==> src/design/qpss_consts.svh <==
`ifndef QPSS_CONSTS_SVH
`define QPSS_CONSTS_SVH

// Register indexes; the byte address is four times the index.
`define QPSS_IDX_SCALE 10'h072
`define QPSS_IDX_AUTO 10'h073
`define QPSS_IDX_STALL 10'h074
`define QPSS_IDX_RESULT 10'h075
`define QPSS_IDX_SAMPLES 10'h076

// Field positions of the scale status register.
`define QPSS_SCALE_AUTO_MSB 24
`define QPSS_SCALE_AUTO_LSB 16
`define QPSS_SUM_MSB 9
`define QPSS_SUM_LSB 0

// Field positions of the auto tuning status register.
`define QPSS_GRAD_MSB 23
`define QPSS_GRAD_LSB 16
`define QPSS_OFS_MSB 7
`define QPSS_OFS_LSB 0

// Field positions of the stall detection setup register.
`define QPSS_PHASE_BIT 9
`define QPSS_FILT_BIT 8
`define QPSS_THR_MSB 7
`define QPSS_THR_LSB 0

// Field positions of the load result register.
`define QPSS_RESULT_MSB 9
`define QPSS_RESULT_LSB 0

// Byte lanes that carry the writable fields.
`define QPSS_LANE_THR 0
`define QPSS_LANE_CTRL 1

// Reset values.
`define QPSS_PHASE_RST 1'b1
`define QPSS_FILT_RST 1'b0
`define QPSS_THR_RST 8'h00
`define QPSS_STATUS_RST 32'h0000_0000
`define QPSS_RESULT_RST 10'h000
`define QPSS_SAMPLE_RST 8'h00

// Largest duty-cycle sum, which means full duty.
`define QPSS_DUTY_MAX 10'h3ff

`endif

==> src/design/qpss_pkg.sv <==
package qpss_pkg;

  // Bus slave states, one-hot.
  typedef enum logic [1:0] {
    QPSS_ST_IDLE = 2'b01,
    QPSS_ST_RESP = 2'b10
  } qpss_apb_st_t;

  // One load measurement sample fed into the filter.
  typedef logic [7:0] qpss_sample_t;

  // Load measurement result width.
  typedef logic [9:0] qpss_load_t;

endpackage : qpss_pkg

==> src/design/qpss_stall_if.sv <==
`timescale 1ns/10ps
// Carries the stall setup to the load detector and its state back.
interface qpss_stall_if;
  import qpss_pkg::*;
  logic [7:0] threshold; // Programmed stall threshold.
  logic filt_en; // Load filter enable.
  logic full_step; // One pulse per full step.
  qpss_load_t measure; // Raw load measurement.
  qpss_load_t result; // Load measurement result.
  qpss_sample_t samples [4]; // Filter input samples.
  logic stall; // Stall indication.

  modport cfg (
    output threshold, filt_en, full_step, measure,
    input result, samples, stall
  );
  modport det (
    input threshold, filt_en, full_step, measure,
    output result, samples, stall
  );
endinterface : qpss_stall_if

==> src/design/qpss_coil_scale.sv <==
`timescale 1ns/10ps
// Scales one coil current from the sine table by the duty-cycle sum.
module qpss_coil_scale #(
  parameter int CW = 9, // Coil current width.
  parameter int DW = 10 // Duty-cycle sum width.
) (
  input wire logic clk_i, // Core clock.
  input wire logic rstn_i, // Asynchronous reset, active low.
  input wire logic [CW-1:0] cur_i, // Coil current from the table.
  input wire logic [DW-1:0] duty_i, // Duty-cycle sum.
  output logic [CW-1:0] scaled_o // Scaled coil current.
);
  logic [CW+DW-1:0] nxt_product;

  // Full duty leaves the current almost unchanged; dropping the low
  // bits keeps the output the same width as the table entry.
  assign nxt_product = cur_i * duty_i; // RULE3

  // The product is registered so that the top output is a flop.
  always_ff @(posedge clk_i or negedge rstn_i) begin
    if (!rstn_i) begin
      scaled_o <= '0;
    end else begin
      scaled_o <= nxt_product[CW+DW-1:DW]; // RULE3
    end
  end
endmodule : qpss_coil_scale

==> src/design/qpss_load_stall.sv <==
`timescale 1ns/10ps
`include "qpss_consts.svh"
// Captures the load result each full step and flags a stall.
module qpss_load_stall
  import qpss_pkg::*;
(
  input wire logic clk_i, // Core clock.
  input wire logic rstn_i, // Asynchronous reset, active low.
  qpss_stall_if.det st // Setup in, result and stall out.
);
  qpss_load_t nxt_sum;

  // The current 8-bit sample and the three newest stored samples sum to a
  // full 10-bit result, so the filtered value keeps the scale of the raw measurement.
  assign nxt_sum = qpss_load_t'({2'b00, st.measure[9:2]}) +
                   qpss_load_t'({2'b00, st.samples[0]}) +
                   qpss_load_t'({2'b00, st.samples[1]}) +
                   qpss_load_t'({2'b00, st.samples[2]});

  // Filter sample history, shifted once per full step while the filter is on.
  always_ff @(posedge clk_i or negedge rstn_i) begin
    if (!rstn_i) begin
      for (int i = 0; i < 4; i++) begin
        st.samples[i] <= `QPSS_SAMPLE_RST;
      end
    end else if (st.full_step && st.filt_en) begin // RULE12
      st.samples[0] <= st.measure[9:2];
      for (int i = 1; i < 4; i++) begin
        st.samples[i] <= st.samples[i-1];
      end
    end
  end

  // Result updates on every full step, whatever the threshold.
  always_ff @(posedge clk_i or negedge rstn_i) begin
    if (!rstn_i) begin
      st.result <= `QPSS_RESULT_RST;
    end else if (st.full_step) begin // RULE11
      st.result <= st.filt_en ? nxt_sum : st.measure; // RULE8
    end
  end

  // Stall is a level that follows the latest result.
  always_ff @(posedge clk_i or negedge rstn_i) begin
    if (!rstn_i) begin
      st.stall <= 1'b0;
    end else begin
      st.stall <= (st.result <= {2'b00, st.threshold}); // RULE10
    end
  end
endmodule : qpss_load_stall

==> src/design/qpss_regs.sv <==
`timescale 1ns/10ps
`include "qpss_consts.svh"

// Functional notes
// RULE1 - Auto current scale reads in bits 24:16.
// RULE2 - Duty-cycle sum reads in bits 9:0.
// RULE3 - Coil currents scaled by duty-cycle sum.
// RULE4 - Sum 1023 means maximum duty cycle.
// RULE5 - Auto gradient reads in bits 23:16.
// RULE6 - Auto offset reads in bits 7:0.
// RULE7 - Bit 9 enables phase compensation, resets one.
// RULE8 - Bit 8 enables load filter, resets zero.
// RULE9 - Writable 8-bit stall threshold, bits 7:0.
// RULE10 - Stall when result not above threshold.
// RULE11 - Load result updates once per full step.
// RULE12 - Filter input samples readable while filtering.
// RULE13 - Unused bits read zero; status ignores writes.
module qpss_regs
  import qpss_pkg::*;
#(
  parameter int AW = 12, // APB address width.
  parameter int CW = 9 // Coil current width.
) (
  input wire logic core_clk_i, // Core clock, 250 MHz.
  input wire logic rstn_i, // Asynchronous reset, active low.
  input wire logic psel_i, // APB select.
  input wire logic penable_i, // APB enable.
  input wire logic pwrite_i, // APB direction, high writes.
  input wire logic [AW-1:0] paddr_i, // APB byte address.
  input wire logic [31:0] pwdata_i, // APB write data.
  input wire logic [3:0] pstrb_i, // APB byte lane strobes.
  output logic [31:0] prdata_o, // APB read data.
  output logic pready_o, // APB ready.
  output logic pslverr_o, // APB error on unmapped address.
  input wire logic [8:0] auto_scale_i, // Auto current scale.
  input wire logic [9:0] duty_cycle_sum_i, // Duty-cycle sum.
  input wire logic [7:0] auto_gradient_i, // Auto tuned gradient.
  input wire logic [7:0] auto_offset_i, // Auto tuned offset.
  input wire logic [CW-1:0] sine_table_coil_a_i, // Coil A current.
  input wire logic [CW-1:0] sine_table_coil_b_i, // Coil B current.
  input wire logic full_step_i, // Full step pulse.
  input wire logic [9:0] load_measure_i, // Raw load measurement.
  output logic [CW-1:0] coil_a_scaled_o, // Scaled coil A current.
  output logic [CW-1:0] coil_b_scaled_o, // Scaled coil B current.
  output logic duty_at_max_o, // Duty cycle at maximum.
  output logic stall_o, // Stall detected.
  output logic phase_comp_enable_o, // Phase compensation on.
  output logic load_filter_enable_o // Load filter on.
);

  // Bus slave state and the stall setup fields.
  qpss_apb_st_t state_ff;
  logic [7:0] thr_ff;
  logic [31:0] nxt_rdata;
  logic nxt_err;
  logic [9:0] word_idx;
  logic access;
  logic done;

  // The load detector sits behind this carrier.
  qpss_stall_if st_if ();

  // Word index of the access; the low two address bits are ignored.
  assign word_idx = 10'(paddr_i[AW-1:2]);

  // An access phase is waiting for its answer.
  assign access = psel_i && penable_i;

  // The transfer completes at the edge that sees ready high.
  assign done = access && pready_o;

  // Ready comes one cycle into the access phase, so read data is
  // captured from a stable flop rather than a live mux path.
  always_ff @(posedge core_clk_i or negedge rstn_i) begin
    if (!rstn_i) begin
      state_ff <= QPSS_ST_IDLE;
    end else begin
      unique case (state_ff)
        QPSS_ST_IDLE: begin
          // Access phase seen: answer in the next cycle.
          if (access) begin
            state_ff <= QPSS_ST_RESP;
          end
        end
        QPSS_ST_RESP: begin
          // Master has sampled ready, drop back.
          state_ff <= QPSS_ST_IDLE;
        end
      endcase
    end
  end

  // Ready is high for exactly one cycle per transfer.
  always_ff @(posedge core_clk_i or negedge rstn_i) begin
    if (!rstn_i) begin
      pready_o <= 1'b0;
    end else begin
      pready_o <= access && (state_ff == QPSS_ST_IDLE);
    end
  end

  // Read mux; every bit not named here reads as zero.
  always_comb begin
    nxt_rdata = `QPSS_STATUS_RST; // RULE13
    nxt_err = 1'b0;
    unique case (word_idx)
      `QPSS_IDX_SCALE: begin
        nxt_rdata[`QPSS_SCALE_AUTO_MSB:`QPSS_SCALE_AUTO_LSB] =
          auto_scale_i; // RULE1
        nxt_rdata[`QPSS_SUM_MSB:`QPSS_SUM_LSB] =
          duty_cycle_sum_i; // RULE2
      end
      `QPSS_IDX_AUTO: begin
        nxt_rdata[`QPSS_GRAD_MSB:`QPSS_GRAD_LSB] =
          auto_gradient_i; // RULE5
        nxt_rdata[`QPSS_OFS_MSB:`QPSS_OFS_LSB] =
          auto_offset_i; // RULE6
      end
      `QPSS_IDX_STALL: begin
        nxt_rdata[`QPSS_PHASE_BIT] = phase_comp_enable_o; // RULE7
        nxt_rdata[`QPSS_FILT_BIT] = load_filter_enable_o; // RULE8
        nxt_rdata[`QPSS_THR_MSB:`QPSS_THR_LSB] = thr_ff; // RULE9
      end
      `QPSS_IDX_RESULT: begin
        nxt_rdata[`QPSS_RESULT_MSB:`QPSS_RESULT_LSB] =
          st_if.result; // RULE11
      end
      `QPSS_IDX_SAMPLES: begin
        // Samples only mean something while the filter runs.
        if (load_filter_enable_o) begin // RULE12
          nxt_rdata = {st_if.samples[3], st_if.samples[2],
                       st_if.samples[1], st_if.samples[0]};
        end
      end
      default: begin
        // Unmapped words answer with an error and zero data.
        nxt_err = 1'b1;
      end
    endcase
  end

  // Read data and error are caught as ready rises.
  always_ff @(posedge core_clk_i or negedge rstn_i) begin
    if (!rstn_i) begin
      prdata_o <= `QPSS_STATUS_RST;
      pslverr_o <= 1'b0;
    end else if (access && (state_ff == QPSS_ST_IDLE)) begin
      prdata_o <= pwrite_i ? `QPSS_STATUS_RST : nxt_rdata;
      pslverr_o <= nxt_err;
    end else begin
      prdata_o <= `QPSS_STATUS_RST;
      pslverr_o <= 1'b0;
    end
  end

  // The setup register takes writes on the completing edge only.
  // Writes to the status words fall through here and are dropped.
  always_ff @(posedge core_clk_i or negedge rstn_i) begin
    if (!rstn_i) begin
      thr_ff <= `QPSS_THR_RST;
      phase_comp_enable_o <= `QPSS_PHASE_RST; // RULE7
      load_filter_enable_o <= `QPSS_FILT_RST; // RULE8
    end else if (done && pwrite_i && word_idx == `QPSS_IDX_STALL) begin
      if (pstrb_i[`QPSS_LANE_THR]) begin
        thr_ff <= pwdata_i[`QPSS_THR_MSB:`QPSS_THR_LSB]; // RULE9
      end
      if (pstrb_i[`QPSS_LANE_CTRL]) begin
        phase_comp_enable_o <= pwdata_i[`QPSS_PHASE_BIT]; // RULE7
        load_filter_enable_o <= pwdata_i[`QPSS_FILT_BIT]; // RULE8
      end
    end
  end

  // Full duty flag, registered so the output is a flop.
  always_ff @(posedge core_clk_i or negedge rstn_i) begin
    if (!rstn_i) begin
      duty_at_max_o <= 1'b0;
    end else begin
      duty_at_max_o <= (duty_cycle_sum_i == `QPSS_DUTY_MAX); // RULE4
    end
  end

  // Stall leaves the detector from its own flop.
  assign stall_o = st_if.stall; // RULE10

  // Setup and raw measurement travel to the detector.
  assign st_if.threshold = thr_ff; // RULE9
  assign st_if.filt_en = load_filter_enable_o;
  assign st_if.full_step = full_step_i;
  assign st_if.measure = load_measure_i;

  // Load detector: result per full step and stall compare.
  qpss_load_stall u_load_stall (
    .clk_i (core_clk_i),
    .rstn_i (rstn_i),
    .st (st_if.det)
  );

  // Both coils use the same scaler; the duty sum is shared.
  qpss_coil_scale #(
    .CW (CW),
    .DW (10)
  ) u_coil_a (
    .clk_i (core_clk_i),
    .rstn_i (rstn_i),
    .cur_i (sine_table_coil_a_i),
    .duty_i (duty_cycle_sum_i),
    .scaled_o (coil_a_scaled_o)
  );

  // Second coil scaler.
  qpss_coil_scale #(
    .CW (CW),
    .DW (10)
  ) u_coil_b (
    .clk_i (core_clk_i),
    .rstn_i (rstn_i),
    .cur_i (sine_table_coil_b_i),
    .duty_i (duty_cycle_sum_i),
    .scaled_o (coil_b_scaled_o)
  );
endmodule : qpss_regs

==> config.mk <==
export PLATFORM = sky130hd
export DESIGN_NAME = qpss_regs
export DESIGN_NICKNAME = d
export VERILOG_FILES = /design/src/design/qpss_pkg.sv /design/src/design/qpss_stall_if.sv /design/src/design/qpss_coil_scale.sv /design/src/design/qpss_load_stall.sv /design/src/design/qpss_regs.sv
export VERILOG_INCLUDE_DIRS = /design/src /design/src/design
export SDC_FILE = /design/constraint.sdc
export NUM_CORES = 1
export LEC_CHECK = 0
export ABC_AREA = 1
export ABC_CLOCK_PERIOD_IN_PS = 2950
export BUFFER_PORTS_ARGS = -buffer_cell sky130_fd_sc_hd__buf_2
export CORE_MARGIN = 2
export CORE_UTILIZATION = 45
export DETAILED_ROUTE_END_ITERATION = 12
export GPL_TIMING_DRIVEN = 0
export HOLD_SLACK_MARGIN = 0.12
export PLACE_DENSITY_LB_ADDON = 0.25
export REMOVE_ABC_BUFFERS = 1
export SETUP_SLACK_MARGIN = 0.4
export SLEW_MARGIN = 10
export SYNTH_ARGS = -nofsm -noshare
export SYNTH_HDL_FRONTEND = slang
export SYNTH_HIERARCHICAL = 1
export SYNTH_SLANG_ARGS = --single-unit
==> constraint.sdc <==
create_clock -name core_clk_i -period 2.95 [get_ports core_clk_i]
set_input_delay 0.1475 -clock core_clk_i [delete_from_list [all_inputs] [get_ports core_clk_i]]
set_output_delay 0.1475 -clock core_clk_i [all_outputs]
set_load 0.01 [all_outputs]
; Word-level counts from Yosys, hierarchy flattened
; Cells that the tools add are included.
[word_totals]
mem_bits_ro = 0
regBits = 108
n_memories = 0
ramBits = 0
latchBits = 0
[classes]
n_mul = 2
n_lt_le_gt_ge = 1
div_mod_pow = 0
eq_ne = 9
bitwise = 0
addsub = 3
mux = 14
n_reduce_logical = 9
shift = 0
[ops]
columns = operator, count
row1 = two-way mux 32 bit, 3
row2 = == test 10 x 7 -> 1 bit (second input constant), 5
row3 = case mux 8 bit (5 select lines), 1
row4 = multiplier 9 x 10 -> 19 bit, 2
row5 = case mux 8 bit (3 select lines), 1
row6 = adder 10 x 8 -> 10 bit, 2
row7 = == test 10 bit (second input constant), 1
row8 = <= comparator 10 x 8 -> 1 bit, 1
row9 = two-way mux 10 bit, 1
row10 = adder 8 x 8 -> 9 bit, 1
row11 = case mux 2 bit (4 select lines), 1
row12 = two-way mux 7 bit, 1
row13 = logical AND 1 bit, 6
row14 = two-way mux 6 bit, 1
row15 = OR reduction 5 bit, 1
row16 = case mux 2 bit (2 select lines), 1
row17 = AND reduction 2 bit, 2
row18 = == test 2 x 1 -> 1 bit (second input constant), 1
row19 = == test 2 bit (second input constant), 1
row20 = two-way mux 1 bit, 2
row21 = two-way mux 2 bit, 1
row22 = != test 2 bit (second input constant), 1
row23 = case mux 1 bit (2 select lines), 1

; Depth between registers and ports, before layout
; Gate-level depths: netlist of the first run.
[depth]
word_depth = 5
depth_mapped = 18

; Modules after synthesis
; The synthesis of the first run kept the hierarchy.
[modules_own_cells]
columns = mod, instances, cells_per_inst, area_each_um2
row1 = qpss_coil_scale (u_coil_b), 1, 442, 3250.6
row2 = qpss_coil_scale (u_coil_a), 1, 443, 3230.6
row3 = qpss_load_stall, 1, 310, 2632.5
row4 = qpss_regs, 1, 338, 2608.8

; Worst setup path before layout of the first run
; Ideal clock, no wire load.
[synth_timing]
kind = in2reg
start = input sine_table_coil_a_i[7]
end = register u_coil_a.scaled_o[6]
required_ps = 2833
path_slack_ps = -786
stages = 16
setup_time_ps = 117
arrival_time_ps = 3619
cell_sequence = clkbuf_1 > nand2_1 > inv_1 > fa_1 > fa_1 > fa_1 > inv_1 > fa_1 > inv_1 > ha_1 > a21o_1 > a21o_1 > a21oi_1 > nand2_1 > nand2_1 > nand2_1
[synth_between]
elab_chain_cells = 1
[synth_rtl]
columns = element, line
row1 = from (decl), qpss_regs.sv:39  ; input wire logic [CW-1:0] sine_table_coil_a_i,
row2 = multiplier 9 x 10 -> 19 bit, qpss_coil_scale.sv:17  ; assign nxt_product = cur_i * duty_i;
row3 = net u_coil_a.nxt_product[16], qpss_coil_scale.sv:13  ; logic [CW+DW-1:0] nxt_product;
row4 = to (signal assigned), qpss_coil_scale.sv:24  ; scaled_o <= nxt_product[CW+DW-1:DW];
row5 = to (decl), qpss_coil_scale.sv:11  ; output logic [CW-1:0] scaled_o
; The timed path passes the listed nets, and every way through them passes these cells.
; A chain may end at the register's enable or synchronous reset.

; Worst setup path after layout of the first run
[layout_timing]
start = input duty_cycle_sum_i[8]
end = register u_coil_a.scaled_o[6]
[layout_between]
elab_chain_cells = 1
[layout_rtl]
columns = element, line
row1 = from (decl), qpss_regs.sv:36  ; input wire logic [9:0] duty_cycle_sum_i,
row2 = multiplier 9 x 10 -> 19 bit, qpss_coil_scale.sv:17
row3 = net u_coil_a.nxt_product[16], qpss_coil_scale.sv:13
; The timed path passes the listed nets, and every way through them passes these cells.

==> results of run 1 <==
==> routing by layer <==
metal / wire (um) / up-vias
li1: - / 5006
met1: 15500 / 5134
met2: 16200 / 343
met3: 1720 / 50
met4: 682 / 0
met5: 0 / -
==> layout make-up <==
| cell class | instances | area (um^2) |
|---|---|---|
| Inverter | 350 | 1320 |
| Clock inverter | 7 | 80.1 |
| Sequential cell | 108 | 2710 |
| Timing Repair Buffer | 258 | 2510 |
| Multi-Input combinational cell | 1017 | 8270 |
| Fill cell | 2202 | 10300 |
| Clock buffer | 9 | 225 |
| Tap cell | 335 | 419 |
==> path summary, 6_finish.rpt <==
check	startpoint	endpoint	slack (ps)
setup / recovery	duty_cycle_sum_i[8]	u_coil_a/scaled_o[6]	-310
hold / removal	load_measure_i[3]	u_load_stall/st.samples[25]	130
setup reg to reg	u_load_stall/st.samples[17]	u_load_stall/st.result[7]	170
hold reg to reg	u_load_stall/st.samples[3]	u_load_stall/st.samples[3]	500
max in group asynchronous	rstn_i	u_load_stall/st.samples[31]	1990
min in group asynchronous	rstn_i	u_coil_a/scaled_o[5]	260
==> tightest hold or removal path, delay by kind of cell <==
kind,cells,cell delay (ps)
AOI/OAI and AO/OA,1,140
buffers and inverters,2,160
==> cells in the mapped netlist, drive strengths merged, types with 2 or more instances <==
library cell,count
dfrtp,106
xnor2,2
a211oi,2
o21a,4
nor3,7
clkbuf,33
nand4,27
a21oi,35
nand3,70
buf,26
or2,5
a21o,8
nor4,2
nor2,96
nand3b,2
clkinv,2
o21ai,43
inv,348
o21bai,3
dfstp,2
nand2,485
mux2,2
fa,128
ha,87
xor2,4
==> metrics by stage <==
| step | util, % | area [um^2] |
|---|---|---|
| CTS | 57.6 | 14900 |
| global route | 60.1 | 15500 |
| detailed placement | 48.7 | 12600 |
| floorplan | - | 11400 |
| finish | 60.1 | 15500 |
| global placement | 48.6 | 12500 |
==> cells by family after synthesis <==
| family | Yosys count | synth area share, % |
|---|---|---|
| DFF | 108 | 23.1 |
| and+or+nand+nor | 695 | 26.5 |
| buffers and inverters | 409 | 14.0 |
| AOI/OAI and AO/OA | 98 | 4.71 |
| muxes | 2 | 0.192 |
| xor gates and xnor gates | 6 | 0.448 |
| adders and majority gates | 215 | 31.1 |
==> where the power goes <==
group	internal, W	total (W)	switching, W	leakage (nW)
registers	0.00166	0.00171	0.0000474	1.43
clock network	0.000605	0.00129	0.000685	0.145
logic	0.00305	0.00683	0.00378	7.08
==> registers in the layout (all words and copies together) (netlist names) <==
| register | flops |
|---|---|
| prdata_o | 32 |
| st_if.threshold | 8 |
| load_filter_enable_o | 1 |
| u_load_stall/st.stall | 1 |
| u_coil_a/scaled_o | 9 |
| pslverr_o | 1 |
| pready_o | 1 |
| state_ff | 2 |
| u_coil_b/scaled_o | 9 |
| u_load_stall/st.result | 10 |
| duty_at_max_o | 1 |
| phase_comp_enable_o | 1 |
| u_load_stall/st.samples | 32 |
==> what timing repair did <==
action,CTS,global route
endpoints found under the hold margin,65,0
setup buffers,28,27
hold buffers,42,0
cloned,12,3
endpoints found under the setup margin,58,28
resized for setup,269,118
pin swaps,109,106
==> impl_metrics.csv, run 1 <==
group,metric,value,unit
logic_synthesis,netlist-cell-type-count,46,
sta,hold_ws,125,ps
power_and_ir_drop,power.static_leakage,8.66,nW
die,floorplan.die.height,165,um
logic_synthesis,synthesis.instances,1533,
placed_design,port-buffer-count,146,
sta,setup_violations,18,
power_and_ir_drop,power_density,633,nW/um^2
sta,layout_min_cycle_time,3260,ps
sta,worst_case_setup_margin_in_the_final_layout,-309,ps
critical_path,cp_data_arrival_time,3530,ps
logic_synthesis,postSynthRegisterBits,108,
critical_path,timing.critical_path.depth,16,
critical_path,required,3220,ps
placed_design,placedCellCount,1956,
placed_design,gp_congestion,0.861,
critical_path,timing.critical_path.buf_inv,3,
logic_synthesis,synth-seq-area-share,23.1,%
detailed_routing,average_wire_per_cell_in_the_routed_design,16.4,um
detailed_routing,postRouteAntennaNets,0,
global_routing,grt_overflow,0,
logic_synthesis,post_synth_main_area_contributors,"sky130_fd_sc_hd__dfrtp_1 23%, sky130_fd_sc_hd__fa_1 22%, sky130_fd_sc_hd__nand2_1 15%",
sta,finalSetupTns,-3860,ps
placed_design,placement.setup.worst_slack,-1170,ps
cells_and_area,layout_net_count,2076,
critical_path,critical_path.max_fanout,8,
logic_synthesis,synth_top_area_share,22.6,%
critical_path,worst-r2r-cell-count,15,
sta,max_slew_margin,51.9,%
global_routing,grt.met3_usage,2.60,%
cells_and_area,leading_cell_type_in_the_layout_fill_and_taps_excluded,"sky130_fd_sc_hd__nand2_1",
cts,clock_insertion_delay_worst_skew,370,ps
worst_hold_path,min_delay_path_depth,3,
global_routing,m1_gr_usage,34.8,%
logic_synthesis,asyncSetResetFlopFracSynth,100,%
global_routing,met2_usage,41.3,%
logic_synthesis,synth_top_cell_by_area,"sky130_fd_sc_hd__dfrtp_1",
run,max_cap_viol_count,0,
status,violations,"setup timing",
detailed_routing,finalWirelength,34100,um
sta,layout_worst_path_cycle_share,110,%
critical_path,critPathKind,"in2reg",
critical_path,critical_path.endpoint_type,"flop",
cts,clock_sinks,108,
global_routing,grt_first_pass_wirelength,52800,um
cells_and_area,layout.cells.most_common_list,"384 x sky130_fd_sc_hd__nand2_1, 286 x sky130_fd_sc_hd__inv_1, 117 x sky130_fd_sc_hd__buf_2",
logic_synthesis,synth-edff-count,0,
detailed_routing,first_iter_violations,748,
sta,tightestPinTransition,721,ps
die,row_count,59,
cts,max-clock-path-buffers,2,
sta,finClkSkew,7.57,ps
cells_and_area,finalNonFillerCells,2084,
sta,rsz0062_at_grt,"yes",
cts,clock_tree.htree_level_count,3,
logic_synthesis,synth_ff_type,"sky130_fd_sc_hd__dfrtp_1",
logic_synthesis,mappedNetlistArea,11700,um^2
die,die_width,165,um
cts,ctsRootBufferMaster,"sky130_fd_sc_hd__clkbuf_16",
cts,cts_made_buffers,9,
die,top_level_ports,173,
detailed_routing,routed-via-count,10500,
sta,final-max-slew-violation-count,0,
logic_synthesis,synth-warning-count,6,
critical_path,critical_path.cell_chain,"buf_16 -> buf_6 -> nand2_2 -> fa_1 -> inv_2 -> fa_2 -> fa_2 -> fa_2 -> ha_4 -> nand2_2 -> nand2_2 -> a21o_1 -> a21oi_2 -> nand2_1 -> nand2_1 -> nand2_1",
global_routing,grt_max_degree,71,
sta,hold_viol_final,0,
global_routing,grt.busiest_layer,"met2",
die,initial_core_util,45.4,%
logic_synthesis,synthesis.area_per_instance,7.65,um^2
power_and_ir_drop,irDropWorstVdd,0.000854,V
cells_and_area,area_delta_synth_final,32.5,%
global_routing,vias_in_the_first_global_route,10500,
cells_and_area,diodes,0,
power_and_ir_drop,total_power,0.00983,W
critical_path,worst_setup_start_kind,"input pin",
worst_hold_path,holdCritPathClass,"in2reg",
global_routing,grt_usage,25.0,%
cts,cts.clk_slew.worst_paths,90,ps
critical_path,critical-path-slowest-cell,"sky130_fd_sc_hd__fa_2",
critical_path,cp_slowest_stage_delay,580,ps
sta,clock.fmax,307,MHz
cells_and_area,layout-drive-gt1-share,29.8,%
global_routing,antenna_found_initial,0,
status,status,"finished, violations left",
placed_design,dpl.hpwl,21900,um
die,placeableCoreArea,25800,um^2
detailed_routing,detail_route.vias_per_cell,5.05,
detailed_routing,post-route-drc-count,0,
cts,tritoncts,"done",
detailed_routing,firstDrtPassIters,5,
die,floorplan.die_area,27400,um^2
critical_path,crit_family,"adder cells",
No activity file was read; power rests on OpenSTA's default activity.
==> run 2: changes to the inputs <==
ABC_CLOCK_PERIOD_IN_PS = 4200   (was 2950)
GPL_ROUTABILITY_DRIVEN = 0   (was unset)
clock period = 4.2 ns   (was 2.95 ns; I/O delays follow)
==> impl_metrics.csv, run 2 (synthesis gave the netlist of run 1 again) <==
group,metric,value,unit
cts,clock_tree.htree_level_count,3,
cts,ctsRootBufferMaster,"sky130_fd_sc_hd__clkbuf_16",
critical_path,critical_path.endpoint_type,"flop",
detailed_routing,firstDrtPassIters,5,
cts,max-clock-path-buffers,2,
critical_path,cp_slowest_stage_delay,540,ps
die,top_level_ports,173,
detailed_routing,first_iter_violations,620,
global_routing,vias_in_the_first_global_route,9642,
critical_path,worst_setup_start_kind,"input pin",
cells_and_area,layout-drive-gt1-share,14.6,%
die,placeableCoreArea,25800,um^2
die,floorplan.die.height,165,um
critical_path,required,4460,ps
cells_and_area,layout_top_registers,"prdata_o: 32 flops, u_load_stall/st.samples: 32 flops, u_load_stall/st.result: 10 flops",
global_routing,grt_first_pass_wirelength,47100,um
detailed_routing,average_wire_per_cell_in_the_routed_design,14.4,um
placed_design,dpl.hpwl,21900,um
power_and_ir_drop,irDropWorstVdd,0.000421,V
global_routing,grt_usage,22.1,%
sta,clock.fmax,278,MHz
power_and_ir_drop,total_power,0.00514,W
die,initial_core_util,45.4,%
sta,setup_violations,0,
sta,layout_min_cycle_time,3600,ps
detailed_routing,detail_route.vias_per_cell,4.85,
sta,finClkSkew,7.04,ps
critical_path,crit_family,"adder cells",
sta,finalSetupTns,0,ps
global_routing,grt_overflow,0,
critical_path,critPathKind,"in2reg",
cts,cts_made_buffers,9,
die,floorplan.die_area,27400,um^2
sta,tightestPinTransition,1180,ps
power_and_ir_drop,power_density,392,nW/um^2
sta,rsz0062_at_grt,"yes",
cells_and_area,layout_net_count,1979,
cts,clock_sinks,108,
cells_and_area,area_delta_synth_final,11.7,%
detailed_routing,finalWirelength,28600,um
sta,hold_viol_final,0,
sta,layout_worst_path_cycle_share,85.8,%
critical_path,critical-path-slowest-cell,"sky130_fd_sc_hd__fa_1",
detailed_routing,postRouteAntennaNets,0,
detailed_routing,post-route-drc-count,0,
cts,clock_insertion_delay_worst_skew,370,ps
critical_path,critical_path.max_fanout,20,
placed_design,port-buffer-count,146,
die,die_width,165,um
critical_path,worst_path_most_repeated_cell,"sky130_fd_sc_hd__nand2_1",
cells_and_area,leading_cell_type_in_the_layout_fill_and_taps_excluded,"sky130_fd_sc_hd__nand2_1",
sta,final-max-slew-violation-count,0,
power_and_ir_drop,power.static_leakage,7.82,nW
critical_path,cp_data_arrival_time,3860,ps
cts,cts_setup_buffers,0,
sta,max_slew_margin,21.1,%
status,status,"complete, no violations",
detailed_routing,routed-via-count,9639,
die,row_count,59,
run,max_cap_viol_count,0,
cts,tritoncts,"done",
worst_hold_path,holdCritPathClass,"in2reg",
cts,cts.clk_slew.worst_paths,80,ps
global_routing,grt_max_degree,71,
cells_and_area,layout.cells.most_common_list,"455 x sky130_fd_sc_hd__nand2_1, 340 x sky130_fd_sc_hd__inv_1, 133 x sky130_fd_sc_hd__buf_2",
global_routing,antenna_found_initial,0,
critical_path,critical_path.cell_chain,"clkbuf_4 -> nand2_1 -> inv_1 -> fa_1 -> inv_1 -> fa_1 -> fa_1 -> fa_1 -> inv_1 -> ha_1 -> nand2_1 -> inv_2 -> a21oi_2 -> nor2_1 -> nor2_1 -> nand2_1 -> nand2_1 -> nand2_1",
critical_path,timing.critical_path.buf_inv,5,
-- run 2: power breakdown --
| part | internal, W | switching (W) | total (W) | leakage, nW |
|---|---|---|---|---|
| Clock | 0.000425 | 0.000475 | 0.000900 | 0.145 |
| Combinational | 0.00114 | 0.00190 | 0.00304 | 6.23 |
| Sequential | 0.00117 | 0.0000324 | 0.00120 | 1.44 |
-- run 2: path summary, 6_finish.rpt --
| path | startpoint | end | slack [ps] | depth (start not counted) |
|---|---|---|---|---|
| min in group asynchronous | rstn_i | u_coil_a/scaled_o[0] | 330 | 2 |
| hold / removal | load_measure_i[0] | u_load_stall/st.result[0] | 140 | 3 |
| hold reg to reg | u_load_stall/st.samples[3] | u_load_stall/st.samples[3] | 500 | 2 |
| setup / recovery | duty_cycle_sum_i[9] | u_coil_a/scaled_o[8] | 600 | 18 |
| max in group asynchronous | rstn_i | u_load_stall/st.samples[24] | 3170 | 3 |
| setup reg to reg | u_load_stall/st.samples[9] | u_load_stall/st.result[7] | 1260 | 15 |
-- run 2: timing repair --
| action | in CTS | in global routing |
|---|---|---|
| hold buffers | 15 | 0 |
| hold endpoints to repair | 49 | 0 |
| endpoints found under the setup margin | 0 | 17 |
| gates resized for setup | 0 | 27 |
-- run 2: metrics by stage --
step | hold WS, ps | instances | utilization (%) | setup WS, ps | cell area [um^2]
finish | 136 | 1988 | 50.7 | 598 | 13100
floorplan | -85.6 | 1474 | - | 645 | 11400
CTS | 120 | 1987 | 50.5 | 407 | 13000
global placement | 440 | 1955 | 48.6 | 41.4 | 12500
global route | 140 | 1987 | 50.7 | 394 | 13100
detailed placement | 161 | 1956 | 48.7 | 19.0 | 12600
-- run 2: worst register-to-register path: cells and delay by family, from the launching register on --
family                     cells  cell delay, ps
adders and majority gates      4            1560
buffers and inverters          4             300
and+or+nand+nor                7             590
DFF                            1             380
-- run 2: cell type report --
class                   instances  area (um^2)
diodes                          1         2.50
clock buffers                   9          225
clock inverters                 7         80.1
fillers                      2529        12700
inverters                     350         1320
multi-input cells            1016         7390
flip-flops and latches        108         2710
well taps                     335          419
repair buffers                162          960
-- run 2: metal layers --
layer,routed length (um),GRT usage (%)
met5,0,0
met4,405,5.84
met3,1430,2.72
met2,13200,36.4
met1,13500,31.0
==> run 3: changes to the inputs <==
BUFFER_PORTS_ARGS = unset   (was -buffer_cell sky130_fd_sc_hd__buf_2)
DONT_BUFFER_PORTS = 1   (was unset)
==> impl_metrics.csv, run 3 (synthesis gave the netlist of run 1 again) <==
group,metric,value,unit
global_routing,antenna_found_initial,1,
die,floorplan.die.height,165,um
cells_and_area,layout.cells.most_common_list,"456 x sky130_fd_sc_hd__nand2_1, 340 x sky130_fd_sc_hd__inv_1, 128 x sky130_fd_sc_hd__fa_1",
critical_path,critical_path.max_fanout,20,
global_routing,grt_usage,22.1,%
cts,ctsRootBufferMaster,"sky130_fd_sc_hd__clkbuf_16",
power_and_ir_drop,power.static_leakage,7.45,nW
sta,hold_viol_final,0,
global_routing,grt_overflow,0,
sta,clock.fmax,293,MHz
cts,cts.clk_slew.worst_paths,90,ps
critical_path,cp_data_arrival_time,3670,ps
sta,tightestPinTransition,1090,ps
cells_and_area,layout_top_registers,"prdata_o: 32 flops, u_load_stall/st.samples: 32 flops, u_load_stall/st.result: 10 flops",
critical_path,worst_setup_start_kind,"input pin",
sta,layout_min_cycle_time,3410,ps
worst_hold_path,holdCritPathClass,"in2reg",
run,max_cap_viol_count,0,
cells_and_area,leading_cell_type_in_the_layout_fill_and_taps_excluded,"sky130_fd_sc_hd__nand2_1",
placed_design,port-buffer-count,0,
placed_design,dpl.hpwl,21600,um
sta,max_slew_margin,26.9,%
cells_and_area,area_delta_synth_final,10.1,%
cts,clock_insertion_delay_worst_skew,370,ps
critical_path,critical_path.endpoint_type,"flop",
cts,cts_setup_buffers,0,
critical_path,worst-r2r-cell-count,15,
cells_and_area,layout-drive-gt1-share,5.94,%
cts,clock_tree.htree_level_count,3,
placed_design,placement.setup.worst_slack,403,ps
worst_hold_path,min_delay_path_depth,2,
critical_path,required,4460,ps
sta,layout_worst_path_cycle_share,81.2,%
sta,finClkSkew,12.6,ps
detailed_routing,post-route-drc-count,0,
cells_and_area,layout_net_count,1892,
cts,max-clock-path-buffers,2,
critical_path,critPathKind,"in2reg",
cells_and_area,fillCellCount,2523,
die,floorplan.die_area,27400,um^2
detailed_routing,postRouteAntennaNets,0,
detailed_routing,finalWirelength,28900,um
detailed_routing,firstDrtPassIters,5,
global_routing,grt_max_degree,109,
die,die_width,165,um
die,top_level_ports,173,
die,initial_core_util,45.4,%
cts,clock_sinks,108,
power_and_ir_drop,power_density,387,nW/um^2
global_routing,grt_first_pass_wirelength,47200,um
status,status,"complete, no violations",
sta,worst_case_setup_margin_in_the_final_layout,790,ps
global_routing,vias_in_the_first_global_route,9384,
die,placeableCoreArea,25800,um^2
detailed_routing,routed-via-count,9299,
cts,cts_made_buffers,9,
sta,rsz0062_at_grt,"no",
sta,finalSetupTns,0,ps
detailed_routing,detail_route.vias_per_cell,4.89,
detailed_routing,average_wire_per_cell_in_the_routed_design,15.2,um
sta,hold_ws,115,ps
detailed_routing,first_iter_violations,595,
sta,setup_violations,0,
cts,tritoncts,"done",
power_and_ir_drop,irDropWorstVdd,0.000380,V
sta,final-max-slew-violation-count,0,
die,row_count,59,
[run 3: critical path, stage by stage]
cell and delay (ps):
sky130_fd_sc_hd__nand2_1 40, sky130_fd_sc_hd__inv_1 50, sky130_fd_sc_hd__fa_1 550, sky130_fd_sc_hd__inv_1 50, sky130_fd_sc_hd__fa_1 460, sky130_fd_sc_hd__fa_1 530, sky130_fd_sc_hd__fa_1 560, sky130_fd_sc_hd__inv_1 50
sky130_fd_sc_hd__ha_1 370, sky130_fd_sc_hd__nand2_1 210, sky130_fd_sc_hd__inv_2 50, sky130_fd_sc_hd__a21oi_2 180, sky130_fd_sc_hd__nor2_1 60, sky130_fd_sc_hd__nor2_1 120, sky130_fd_sc_hd__nand2_1 70, sky130_fd_sc_hd__nand2_1 50
sky130_fd_sc_hd__nand2_1 40
[run 3: final cells by class]
type / count / area, um^2 / area share, %
repair buffers: 75 / 768 / 5.95
clock inverters: 7 / 93.8 / 0.727
diodes: 1 / 2.50 / 0.0194
inverters: 350 / 1320 / 10.2
clock buffers: 9 / 225 / 1.74
flip-flops and latches: 108 / 2710 / 21.0
well taps: 335 / 419 / 3.25
multi-input cells: 1016 / 7380 / 57.2
[run 3: timing repair]
action | in CTS | in global routing
hold endpoints to repair | 164 | 0
hold buffers | 75 | 0
setup endpoints to repair | 0 | 0
gates resized for setup | 0 | 0
[run 3: per-stage QoR]
step	util [%]	power, W	instances	instance area (um^2)
3_5_place_dp	45.7	0.00401	1809	11800
3_3_place_gp	45.7	0.00397	1809	11800
4_1_cts	50.0	0.00506	1900	12900
2_1_floorplan	-	0.00346	1474	11400
6_report	50.0	0.00499	1901	12900
5_1_grt	50.0	0.00552	1901	12900
[run 3: worst paths after layout]
check | start | end | slack, ps
max | duty_cycle_sum_i[7] | u_coil_a/scaled_o[8] | 790
min | load_measure_i[1] | u_load_stall/st.result[1] | 110
max reg2reg | u_load_stall/st.samples[9] | u_load_stall/st.result[5] | 1270
min reg2reg | u_load_stall/st.samples[1] | u_load_stall/st.samples[1] | 510
max in group asynchronous | rstn_i | u_coil_b/scaled_o[2] | 3260
min in group asynchronous | rstn_i | u_coil_a/scaled_o[5] | 400
[run 3: per-layer routing]
metal / vias up / global-route usage (%) / part of all wire (%)
li1: 4612 / - / -
met3: 27 / 3.62 / 5.8
met5: - / 0 / 0
met1: 4424 / 30.7 / 47
met4: 0 / 4.74 / 1.4
met2: 236 / 36.6 / 46
[run 3: power by group]
group          switching (W)  total (W)  internal (W)
Clock               0.000492   0.000928      0.000437
Combinational        0.00174    0.00280       0.00106
Sequential         0.0000912    0.00126       0.00117
Total                0.00233    0.00499       0.00267
